`src/asf_cfg.svh`:
```
`ifndef ASF_CFG_SVH
`define ASF_CFG_SVH
// Register offsets
`define ASF_ADDR_STATUS 8'h00
`define ASF_ADDR_OUT_XM 8'h01
`define ASF_ADDR_OUT_XL 8'h02
`define ASF_ADDR_OUT_YM 8'h03
`define ASF_ADDR_OUT_YL 8'h04
`define ASF_ADDR_OUT_ZM 8'h05
`define ASF_ADDR_OUT_ZL 8'h06
`define ASF_ADDR_SETUP 8'h09
`define ASF_ADDR_RANGE 8'h0E
`define ASF_ADDR_TRIG 8'h0F
`define ASF_ADDR_CTRL1 8'h2A
`define ASF_ADDR_UOFS0 8'h2F
// Field positions
`define ASF_SETUP_MODE 7:6
`define ASF_SETUP_WMK 5:0
`define ASF_CTRL1_ACTIVE 0
`define ASF_CTRL1_FREAD 1
`define ASF_RANGE_SEL 1:0
`define ASF_TRIG_KEEP 5:0
`define ASF_STAT_OVF 7
`define ASF_STAT_WMK 6
`define ASF_TRIG_HIT 7
// Reset values
`define ASF_SETUP_RST 8'h00
`define ASF_CTRL1_RST 8'h00
`define ASF_RANGE_RST 8'h00
`define ASF_TRIG_RST 8'h00
`define ASF_UOFS_RST 8'h00
// Trim store and datapath constants
`define ASF_NVM_WORDS 3'h6
`define ASF_NVM_GAIN0 3'h3
`define ASF_GAIN_SHIFT 10
`define ASF_SAT_MAX 18'sh01FFF
`define ASF_SAT_MIN -18'sh02000
`endif

```
`src/asf_pkg.sv`:
```
package asf_pkg;
  typedef enum logic [1:0] {
    ASF_MODE_DIS = 2'h0,
    ASF_MODE_CIRC = 2'h1,
    ASF_MODE_FILL = 2'h2,
    ASF_MODE_TRIG = 2'h3
  } asf_mode_t;
  typedef enum logic [2:0] {
    ASF_ST_LOAD = 3'h1,
    ASF_ST_CAPT = 3'h2,
    ASF_ST_RUN = 3'h4
  } asf_state_t;
endpackage : asf_pkg

```
`src/asf_top.sv`:
```
`timescale 1ns/10ps
`include "asf_cfg.svh"

module asf_sample_queue #(
  parameter int WIDTH = 42,
  parameter int DEPTH = 32,
  parameter int CW = $clog2(DEPTH + 1),
  parameter int AW = $clog2(DEPTH)
) (
  input wire logic clk_sys,
  input wire logic reset_n,
  input wire logic flush,
  input wire logic overwrite,
  input wire logic in_valid,
  output logic in_ready,
  input wire logic [WIDTH-1:0] in_data,
  output logic out_valid,
  input wire logic out_ready,
  output logic [WIDTH-1:0] out_data,
  output logic [CW-1:0] count
);
  logic [WIDTH-1:0] mem_q [DEPTH];
  logic [AW-1:0] wr_q;
  logic [AW-1:0] rd_q;
  logic full;
  logic push;
  logic pop;
  logic rd_adv;

  function automatic logic [AW-1:0] nxt(input logic [AW-1:0] p);
    nxt = (p == AW'(DEPTH - 1)) ? '0 : p + 1'b1;
  endfunction : nxt

  assign full = (count == CW'(DEPTH));
  assign in_ready = !full || overwrite;
  assign out_valid = (count != '0);
  assign out_data = mem_q[rd_q];
  assign push = in_valid && in_ready;
  assign pop = out_valid && out_ready;
  // Overwrite when full drops the oldest entry
  assign rd_adv = pop || (push && full);

  always_ff @(posedge clk_sys) begin
    if (push) begin
      mem_q[wr_q] <= in_data;
    end
  end

  always_ff @(posedge clk_sys or negedge reset_n) begin
    if (!reset_n) begin
      wr_q <= '0;
      rd_q <= '0;
      count <= '0;
    end else if (flush) begin
      wr_q <= '0;
      rd_q <= '0;
      count <= '0;
    end else begin
      if (push) begin
        wr_q <= nxt(wr_q);
      end
      if (rd_adv) begin
        rd_q <= nxt(rd_q);
      end
      count <= count + CW'(push) - CW'(rd_adv);
    end
  end
endmodule : asf_sample_queue

module asf_top #(
  parameter int DEPTH = 32
) (
  input wire logic clk_sys,
  input wire logic reset_n,
  output logic nvm_rd,
  output logic [2:0] nvm_addr,
  input wire logic [7:0] nvm_rdata,
  output logic trim_done,
  input wire logic smp_valid,
  input wire logic signed [15:0] smp_x,
  input wire logic signed [15:0] smp_y,
  input wire logic signed [15:0] smp_z,
  input wire logic trig_event,
  input wire logic [7:0] reg_addr,
  input wire logic reg_wr,
  input wire logic reg_rd,
  input wire logic [7:0] reg_wdata,
  output logic [7:0] reg_rdata,
  output logic queue_ovf,
  output logic queue_wmk
);
  localparam int CW = $clog2(DEPTH + 1);
  asf_pkg::asf_state_t st_q;
  logic [7:0] trim_q [6];
  logic [7:0] uofs_q [6];
  logic [7:0] setup_q;
  logic [7:0] ctrl1_q;
  logic [7:0] range_q;
  logic [7:0] trig_q;
  logic [41:0] latest_q;
  logic [41:0] fmt;
  logic [41:0] head;
  logic trig_hit_q;
  logic [5:0] post_q;
  logic [CW-1:0] q_count;
  logic q_valid;
  logic q_ready;
  asf_pkg::asf_mode_t mode;
  logic fread;
  logic accept;
  logic q_en;
  logic frozen;
  logic q_push;
  logic q_pop;
  logic q_flush;
  logic [1:0] rsh;
  logic [41:0] src;

  assign mode = asf_pkg::asf_mode_t'(setup_q[`ASF_SETUP_MODE]);
  assign fread = ctrl1_q[`ASF_CTRL1_FREAD];
  assign accept = smp_valid && trim_done && ctrl1_q[`ASF_CTRL1_ACTIVE];
  assign q_en = (mode != asf_pkg::ASF_MODE_DIS);
  assign frozen = (mode == asf_pkg::ASF_MODE_TRIG) && trig_hit_q
    && (post_q == trig_q[`ASF_TRIG_KEEP]);
  assign q_push = accept && q_en && !frozen && q_ready;
  assign q_pop = reg_rd && q_en && q_valid
    && (reg_addr == (fread ? `ASF_ADDR_OUT_ZM : `ASF_ADDR_OUT_ZL));
  // Any mode change restarts the queue so old and new data never mix
  assign q_flush = !q_en || (reg_wr && reg_addr == `ASF_ADDR_SETUP
    && reg_wdata[`ASF_SETUP_MODE] != setup_q[`ASF_SETUP_MODE]);
  // Shift from the 1/4096 g input scale to the selected range
  assign rsh = (range_q[`ASF_RANGE_SEL] == 2'h2) ? 2'h2
    : (range_q[`ASF_RANGE_SEL] == 2'h1) ? 2'h1 : 2'h0;

  always_ff @(posedge clk_sys or negedge reset_n) begin
    if (!reset_n) begin
      st_q <= asf_pkg::ASF_ST_LOAD;
      nvm_rd <= 1'b0;
      nvm_addr <= 3'h0;
      trim_done <= 1'b0;
    end else begin
      case (st_q)
        asf_pkg::ASF_ST_LOAD: begin
          nvm_rd <= 1'b1;
          st_q <= asf_pkg::ASF_ST_CAPT;
        end
        asf_pkg::ASF_ST_CAPT: begin
          nvm_rd <= 1'b0;
          if (nvm_addr == `ASF_NVM_WORDS - 3'h1) begin
            st_q <= asf_pkg::ASF_ST_RUN;
            trim_done <= 1'b1;
          end else begin
            nvm_addr <= nvm_addr + 3'h1;
            st_q <= asf_pkg::ASF_ST_LOAD;
          end
        end
        asf_pkg::ASF_ST_RUN: begin
          nvm_rd <= 1'b0;
        end
        default: begin
          st_q <= asf_pkg::ASF_ST_LOAD;
        end
      endcase
    end
  end

  // Trim words are captured at the end of the read strobe cycle
  always_ff @(posedge clk_sys or negedge reset_n) begin
    if (!reset_n) begin
      for (int i = 0; i < 6; i++) begin
        trim_q[i] <= 8'h00;
      end
    end else if (st_q == asf_pkg::ASF_ST_CAPT) begin
      trim_q[nvm_addr] <= nvm_rdata;
    end
  end

  always_ff @(posedge clk_sys or negedge reset_n) begin
    if (!reset_n) begin
      setup_q <= `ASF_SETUP_RST;
      ctrl1_q <= `ASF_CTRL1_RST;
      range_q <= `ASF_RANGE_RST;
      trig_q <= `ASF_TRIG_RST;
      for (int i = 0; i < 6; i++) begin
        uofs_q[i] <= `ASF_UOFS_RST;
      end
    end else if (reg_wr) begin
      case (reg_addr)
        `ASF_ADDR_SETUP: setup_q <= reg_wdata;
        `ASF_ADDR_CTRL1: ctrl1_q <= reg_wdata;
        `ASF_ADDR_RANGE: range_q <= reg_wdata;
        `ASF_ADDR_TRIG: trig_q <= reg_wdata;
        default: begin
          for (int i = 0; i < 6; i++) begin
            if (reg_addr == `ASF_ADDR_UOFS0 + 8'(i)) begin
              uofs_q[i] <= reg_wdata;
            end
          end
        end
      endcase
    end
  end

  for (genvar a = 0; a < 3; a++) begin : g_axis
    logic signed [15:0] raw;
    logic signed [17:0] t0;
    logic signed [25:0] prod;
    logic signed [17:0] t1;
    logic signed [17:0] t2;
    logic signed [17:0] uofs;
    logic signed [17:0] t3;
    assign raw = (a == 0) ? smp_x : (a == 1) ? smp_y : smp_z;
    assign t0 = 18'(raw) + 18'(signed'(trim_q[a]));
    assign prod = 26'(t0) * 26'(signed'(trim_q[a + `ASF_NVM_GAIN0]));
    assign t1 = t0 + 18'(prod >>> `ASF_GAIN_SHIFT);
    assign t2 = t1 >>> rsh;
    assign uofs = 18'(signed'({uofs_q[2*a], uofs_q[2*a+1][7:2]}));
    assign t3 = t2 + uofs;
    // Clip rather than wrap so a large offset never flips the sign
    assign fmt[14*a +: 14] = (t3 > `ASF_SAT_MAX) ? 14'h1FFF
      : (t3 < `ASF_SAT_MIN) ? 14'h2000 : t3[13:0];
  end

  always_ff @(posedge clk_sys or negedge reset_n) begin
    if (!reset_n) begin
      latest_q <= '0;
    end else if (accept) begin
      latest_q <= fmt;
    end
  end

  asf_sample_queue #(
    .WIDTH(42),
    .DEPTH(DEPTH)
  ) u_queue (
    .clk_sys(clk_sys),
    .reset_n(reset_n),
    .flush(q_flush),
    .overwrite(mode != asf_pkg::ASF_MODE_FILL),
    .in_valid(accept && q_en && !frozen),
    .in_ready(q_ready),
    .in_data(fmt),
    .out_valid(q_valid),
    .out_ready(q_pop),
    .out_data(head),
    .count(q_count)
  );

  always_ff @(posedge clk_sys or negedge reset_n) begin
    if (!reset_n) begin
      trig_hit_q <= 1'b0;
      post_q <= 6'h00;
    end else if (mode != asf_pkg::ASF_MODE_TRIG || q_flush) begin
      trig_hit_q <= 1'b0;
      post_q <= 6'h00;
    end else begin
      if (trig_event) begin
        trig_hit_q <= 1'b1;
      end
      if (trig_hit_q && q_push) begin
        post_q <= post_q + 6'h01;
      end
    end
  end

  // Sticky overflow; a new overflow in the read cycle wins over the clear
  always_ff @(posedge clk_sys or negedge reset_n) begin
    if (!reset_n) begin
      queue_ovf <= 1'b0;
    end else if (!q_en) begin
      queue_ovf <= 1'b0;
    end else if (accept && q_count == CW'(DEPTH)) begin
      queue_ovf <= 1'b1;
    end else if (reg_rd && reg_addr == `ASF_ADDR_STATUS) begin
      queue_ovf <= 1'b0;
    end
  end

  always_ff @(posedge clk_sys or negedge reset_n) begin
    if (!reset_n) begin
      queue_wmk <= 1'b0;
    end else begin
      queue_wmk <= q_en && (setup_q[`ASF_SETUP_WMK] != 6'h00)
        && (q_count >= CW'(setup_q[`ASF_SETUP_WMK]));
    end
  end

  assign src = (q_en && q_valid) ? head : latest_q;

  always_ff @(posedge clk_sys or negedge reset_n) begin
    if (!reset_n) begin
      reg_rdata <= 8'h00;
    end else if (reg_rd) begin
      case (reg_addr)
        `ASF_ADDR_STATUS: reg_rdata <= {queue_ovf, queue_wmk, 6'(q_count)};
        `ASF_ADDR_OUT_XM: reg_rdata <= src[13:6];
        `ASF_ADDR_OUT_XL: reg_rdata <= fread ? 8'h00 : {src[5:0], 2'h0};
        `ASF_ADDR_OUT_YM: reg_rdata <= src[27:20];
        `ASF_ADDR_OUT_YL: reg_rdata <= fread ? 8'h00 : {src[19:14], 2'h0};
        `ASF_ADDR_OUT_ZM: reg_rdata <= src[41:34];
        `ASF_ADDR_OUT_ZL: reg_rdata <= fread ? 8'h00 : {src[33:28], 2'h0};
        `ASF_ADDR_SETUP: reg_rdata <= setup_q;
        `ASF_ADDR_CTRL1: reg_rdata <= ctrl1_q;
        `ASF_ADDR_RANGE: reg_rdata <= range_q;
        `ASF_ADDR_TRIG: reg_rdata <= {trig_hit_q, 1'b0, trig_q[`ASF_TRIG_KEEP]};
        default: begin
          reg_rdata <= 8'h00;
          for (int i = 0; i < 6; i++) begin
            if (reg_addr == `ASF_ADDR_UOFS0 + 8'(i)) begin
              reg_rdata <= uofs_q[i];
            end
          end
        end
      endcase
    end
  end

  logic [3:0] nvm_cnt_q;
  always_ff @(posedge clk_sys or negedge reset_n) begin
    if (!reset_n) begin
      nvm_cnt_q <= 4'h0;
    end else if (nvm_rd) begin
      nvm_cnt_q <= nvm_cnt_q + 4'h1;
    end
  end
endmodule : asf_top

```
`config.mk`:
```
export PLATFORM = sky130hd
export DESIGN_NAME = asf_top
export DESIGN_NICKNAME = d
export VERILOG_FILES = /design/src/asf_pkg.sv /design/src/asf_top.sv
export VERILOG_INCLUDE_DIRS = /design/src
export SDC_FILE = /design/constraint.sdc
export NUM_CORES = 2
export LEC_CHECK = 0
export BUFFER_PORTS_ARGS = -buffer_cell sky130_fd_sc_hd__buf_2
export CAP_MARGIN = 0
export CORE_MARGIN = 3
export CORE_UTILIZATION = 43
export DETAILED_ROUTE_END_ITERATION = 6
export HOLD_SLACK_MARGIN = 0.02
export REMOVE_ABC_BUFFERS = 1
export SYNTH_ARGS = -nofsm -noshare
export SYNTH_HDL_FRONTEND = slang
export SYNTH_SLANG_ARGS = --single-unit
```
`constraint.sdc`:
```
create_clock -name clk_sys -period 20 [get_ports clk_sys]
set_clock_uncertainty 0.2 [all_clocks]
set_input_delay 1 -clock clk_sys [delete_from_list [all_inputs] [get_ports clk_sys]]
set_output_delay 1 -clock clk_sys [all_outputs]
set_load 0.02 [all_outputs]
```
Word level (Yosys, flattened, before mapping). Memories as Yosys holds them, arrays and structs flattened. Index checks and enable logic that the tools add are counted. W data, S select, Z words.

Add/sub/neg operators: 15. $mul: 3. Magnitude comparators: 9. Equal/unequal tests: 32. Shifts and indexed selects: 3. Mux-type cells: 42. Bitwise logic cells: 3. Reduce and logical (&&, ||, !) cells: 51.

Operator list (count): $pmux W8 S11 (1); $mux W14 (6); $mux W8 (10); $mul A17 B8 Y25 (3); $eq A8 B6 Y1 const B (7); $add A17 B15 Y18 (3); $add A18 B14 Y18 (3); $gt A18 B14 Y1 const B (3); $lt A18 B14 Y1 const B (3); $sshr A18 B2 Y18 (3); $add A16 B8 Y17 (3); $bwmux W48 (1); $mux W42 (1); $mux W5 (6); $demux W8 S3 (1); $eq A8 B3 Y1 const B (3); $eq A8 B4 Y1 const B (3); $logic_and A1 B1 Y1 (21); $mux W6 (3); $reduce_and A3 Y1 (6); $eq A8 B2 Y1 const B (2); $reduce_and A2 Y1 (6); $reduce_bool A2 Y1 (6); $reduce_bool A6 Y1 (2); other kinds (33) (52).

Register bits after elaboration: 209. Bits in writable memories: 1344. Bits of input ports: 78. Output and inout port bits: 15. Word-level logic and storage cells: 188. Memories: 1.

Memory list: u_queue.mem_q (depth 32, bits a word 42, read ports 1, clocked after memory_dff 0, write ports 1, line asf_top.sv:22) `logic [WIDTH-1:0] mem_q [DEPTH];`.

Logic depth before layout (Yosys ltp).
Word-level depth: 10. Gate-level depth with buffers: 51. Mapped depth without buffers: 49.

Modules after synthesis. From an unflattened synthesis, not the netlist that was laid out.

Cells, all modules: 6213. Area, all modules: 83742.8 um^2.

By module, submodules not included: asf_sample_queue (times used 1, cells each 2629, area each 52555.4 um^2, seq. area each 40759.1 um^2); asf_top (times used 1, cells each 3584, area each 31187.4 um^2, seq. area each 4830.9 um^2).

Least setup slack after synthesis. OpenSTA, ideal clock, no wires.

Path kind: input to register. Start: input smp_z[0]. End: register latest_q[33]. Setup time: 0.071 ns. Arrival: 11.347 ns. Required time: 19.729 ns. Setup slack: 8.382 ns. Stages on the path: 48. Buffers on the path: 0. Path through: ha_1 -> inv_1 -> fa_1 -> nor2b_1 -> o21ai_0 -> a21boi_1 -> o21ai_0 -> a22oi_1 -> a41oi_1 -> a211o_1 -> xnor2_1 -> and2_1 -> ha_1 -> inv_1 -> fa_1 -> inv_1 -> fa_1 -> inv_1 -> [... 12 more ...] -> nor3_1 -> o2111ai_1 -> a31oi_1 -> nor2_1 -> xnor2_1 -> inv_1 -> o211ai_1 -> o31ai_1 -> ha_1 -> and3_1 -> and2_1 -> a22o_1 -> a41oi_1 -> a21oi_1 -> xnor2_1 -> inv_1 -> o2bb2ai_1 -> mux2_2.

Word-level cells in the longest chain between the ends: 8. Elaborated cells between the ends (all ways): 9. Those cells by class: add/sub: 3; mul: 1; order compare: 2; shift: 1; mux: 2.

RTL lines: from (decl) (line asf_top.sv:82) `input wire logic signed [15:0] smp_z,`; $add A16 B8 Y17 * (line asf_top.sv:213) `assign t0 = 18'(raw) + 18'(signed'(trim_q[a]));`; $mul A17 B8 Y25 (line asf_top.sv:214) `` assign prod = 26'(t0) * 26'(signed'(trim_q[a + `ASF_NVM_GAIN0])); ``; $add A17 B15 Y18 * (line asf_top.sv:215) `` assign t1 = t0 + 18'(prod >>> `ASF_GAIN_SHIFT); ``; $sshr A18 B2 Y18 * (line asf_top.sv:216) `assign t2 = t1 >>> rsh;`; $add A18 B14 Y18 * (line asf_top.sv:218) `assign t3 = t2 + uofs;`; $lt A18 B14 Y1 (no source line); $mux W14 (line asf_top.sv:221) `` : (t3 < `ASF_SAT_MIN) ? 14'h2000 : t3[13:0]; ``; $mux W14 * (line asf_top.sv:220) `` assign fmt[14*a +: 14] = (t3 > `ASF_SAT_MAX) ? 14'h1FFF ``; via fmt[33] (line asf_top.sv:101) `logic [41:0] fmt;`; to (signal assigned) (line asf_top.sv:228) `latest_q <= fmt;`; to (decl) (line asf_top.sv:100) `logic [41:0] latest_q;`.

Mark *: on every way through the listed nets, which the timed path passes. The rest lies on a longest branch. A chain may end at the register's enable or synchronous reset.

Final worst setup path.
Start: register trim_q[24] in the netlist's numbering. End: memory u_queue.mem_q[2][35], data pin.

Word-level cells in the longest chain between the ends: 8. Elaborated cells between the ends (all ways): 9. Those cells by class: add/sub: 3; mul: 1; order compare: 2; shift: 1; mux: 2.

RTL lines: from (decl) (line asf_top.sv:94) `logic [7:0] trim_q [6];`; from (signal, indexed assignment) (line asf_top.sv:174) `trim_q[nvm_addr] <= nvm_rdata;`; $add A16 B8 Y17 * (line asf_top.sv:213); $mul A17 B8 Y25 (line asf_top.sv:214); $add A17 B15 Y18 * (line asf_top.sv:215); $sshr A18 B2 Y18 * (line asf_top.sv:216); $add A18 B14 Y18 * (line asf_top.sv:218); $lt A18 B14 Y1 (no source line); $mux W14 (line asf_top.sv:221); $mux W14 * (line asf_top.sv:220); via fmt[35] (line asf_top.sv:101); to (decl) (line asf_top.sv:22).

Marked as above.

==> out/metrics.cfg <==
[worst_setup_path]
worst_ep_arrival_time_ns=13.41
cpPeakStageDelay_ns=1.00
crit_path_start=trim_q[24]$_DFFE_PN0P_
crit_path_end_kind=flop
r2r-start=trim_q[24]$_DFFE_PN0P_
critPathSlowestCell=o21a_1
rr_worst_depth=46
crit_path_max_fanout=33
cp.required_ns=20.23
crit_top_cell=inv_1
timing.rr.end=u_queue.mem_q[2][35]$_DFFE_PP_
reg2reg_slack_ns=6.83
path_class=flop to flop
startpoint_type=flop

[min_path]
whs_path_depth=2
hold_start=range_q[7]$_DFFE_PN0P_
hold_path_end=range_q[7]$_DFFE_PN0P_
hold_path.class=flop to flop

[yosys]
synth_top_cell_by_area=edfxtp_1
synthTopCellsByArea=edfxtp_1, mux4_2, fa_1, dfrtp_1, ha_1
synth_top_area_frac=0.485
synth.most_common_cell=edfxtp_1
synth_edf_count=1344
postSynthAreaPerCell_um2=14.6
synth_area_um2=83200
ys_async_sr_fraction=0.135
ys_ff_latch=1553
synth_common_cells=edfxtp_1, inv_1, mux4_2
yosys_most_used_dff=edfxtp_1
yosys_warnings=0
synth_cell_type_count=93
syn_inst=5701
yosysSeqAreaShare=0.548

[floorplanning]
num_io_pins=93
die_x_um=446
core.rowCount=160
core_um2=191000
die_height_um=446
start_util=0.435
die_area_um2=199000

[sta]
setup-violations-final=0
slew_viol_final=0
period_minus_slack_ns=13.17
finalHoldViolCount=0
grt_setup_unrepaired=false
slew_headroom=0.106
period_share=0.659
max_freq_mhz=75.9
final.setup.tns_ns=0
tightest_slew_ns=1.34

[global_routing]
grt_pass1_vias=49700
overflow=0
antenna_found_initial=15
grt_start_max_net_pins=146
grtUsageTotal=0.227
grt_pass1_wl_um=333000

[placement]
portBuffers=92
gp_congestion=0.869
dp_hpwl_um=139000

[layout]
utilization=0.480
num-nets-final=6539
drive_gt1_frac=0.171
fillCellCount=16300
area_growth_pct=10.4

[detailed_routing]
detail_route.vias_per_cell=5.82
drc=0
totalWireLength_um=224000
vias=49300
drt_pass1_iterations=7
ant_nets=0
wl_per_cell_um=26.5
drtIter0Drc=4648

[outcome]
status=complete, no violations

[cts]
ctsResizeCount=0
cts_tree=yes
clkLatencyLatePin_ns=0.84
cts_buffers=159
cts_max_level=4
clkTransAtPathRegs_ns=0.06
clockRootBuffer=clkbuf_16
max-clock-path-buffers=3
numClockSinks=1553

[job]
cap_violations=0

[layer usage]
layer  vias to the layer above  global-route usage  routed length [µm]
met5                         -                   0                   0
li1                      21400                   -                   -
met4                         0              0.0700                6670
met3                       340              0.0330               13500
met2                      1633               0.384              111000
met1                     25900               0.304               92700
[how the worst max path moves through the flow]
stage	slack (ns)	cells past startpoint	to
after floorplan	4.68	8	reg_rdata[5]$_DFFE_PN0P_
after detailed placement	6.23	48	latest_q[35]$_DFFE_PN0P_
final	6.83	46	u_queue.mem_q[2][35]$_DFFE_PP_
after CTS	6.88	46	u_queue.mem_q[14][35]$_DFFE_PP_
after global routing	5.94	47	latest_q[14]$_DFFE_PN0P_
after global placement	6.50	49	u_queue.mem_q[2][31]$_DFFE_PP_
[placed cells by master, fill, tap and decap left out, types with 91 or more instances in the layout]
master and n:
a21oi_1 216, and2_1 261, buf_2 91, clkbuf_16 160, dfrtp_1 201, edfxtp_1 1344
fa_1 331, ha_1 310, inv_1 545, mux2_2 141, mux4_2 413, nand2_1 297
nor2_1 248, o21ai_0 112, xnor2_1 143
[metrics by stage]
step           area (µm²)  hold WS (ns)  worst slack (ns)  instances
2_1_floorplan       82300         0.241              4.68       5486
3_3_place_gp        86900         0.261              6.50       8169
3_5_place_dp        86900         0.269              6.23       8169
4_1_cts             91800         0.264              6.88       8464
5_1_grt             91800         0.284              5.94       8467
6_report            91800         0.281              6.83       8470
[state kept, by name, indices dropped and copies added, names as in the netlist, 6 cells and up]
signal	cells
g_axis.uofs	42
u_queue.mem_q	1344
trig_q	6
post_q	6
ctrl1_q	8
u_queue.count	6
latest_q	42
range_q	8
setup_q	8
reg_rdata	8
uofs_q	6
trim_q	48
[critical path: cells and delay by family, from the launching register on]
kind | cells | cell delay (ns)
AO/OA/AOI/OAI | 17 | 5.43
adder cells (fa/ha/maj) | 9 | 3.29
AND/OR/NAND/NOR | 11 | 2.12
XOR/XNOR | 3 | 1.00
buffers and inverters | 6 | 0.37
flip-flops | 1 | 0.35
[final cells by class]
type,count,area (µm²),share of cell area
clock inverter,81,653,0.00711
inverter,547,2050,0.0224
antenna,6,15.0,0.000164
timing repair buffer,173,1160,0.0126
clock buffer,213,4290,0.0468
multi-input combinational,3386,34900,0.380
tap,2511,3140,0.0342
sequential,1553,45600,0.497
[what timing repair did]
item	in CTS	in global routing
hold buffers	1	0
setup buffers	0	0
hold endpoints to repair	63	0
[cell families (layout without fill, tap and decap cells)]
group	count (synthesis)	after routing	share of synthesized area
other	0	6	0
AOI/OAI and AO/OA	753	753	0.0600
muxes	623	623	0.139
and+or+nand+nor	1184	1184	0.0711
buffers and inverters	762	1014	0.0358
adders and majority gates	641	641	0.126
DFF	1553	1553	0.548
xor gates and xnor gates	185	185	0.0196
Power is left out: the tool's default activity adds up to more than one toggle a clock period on the data nets, which glitch-free logic cannot reach.
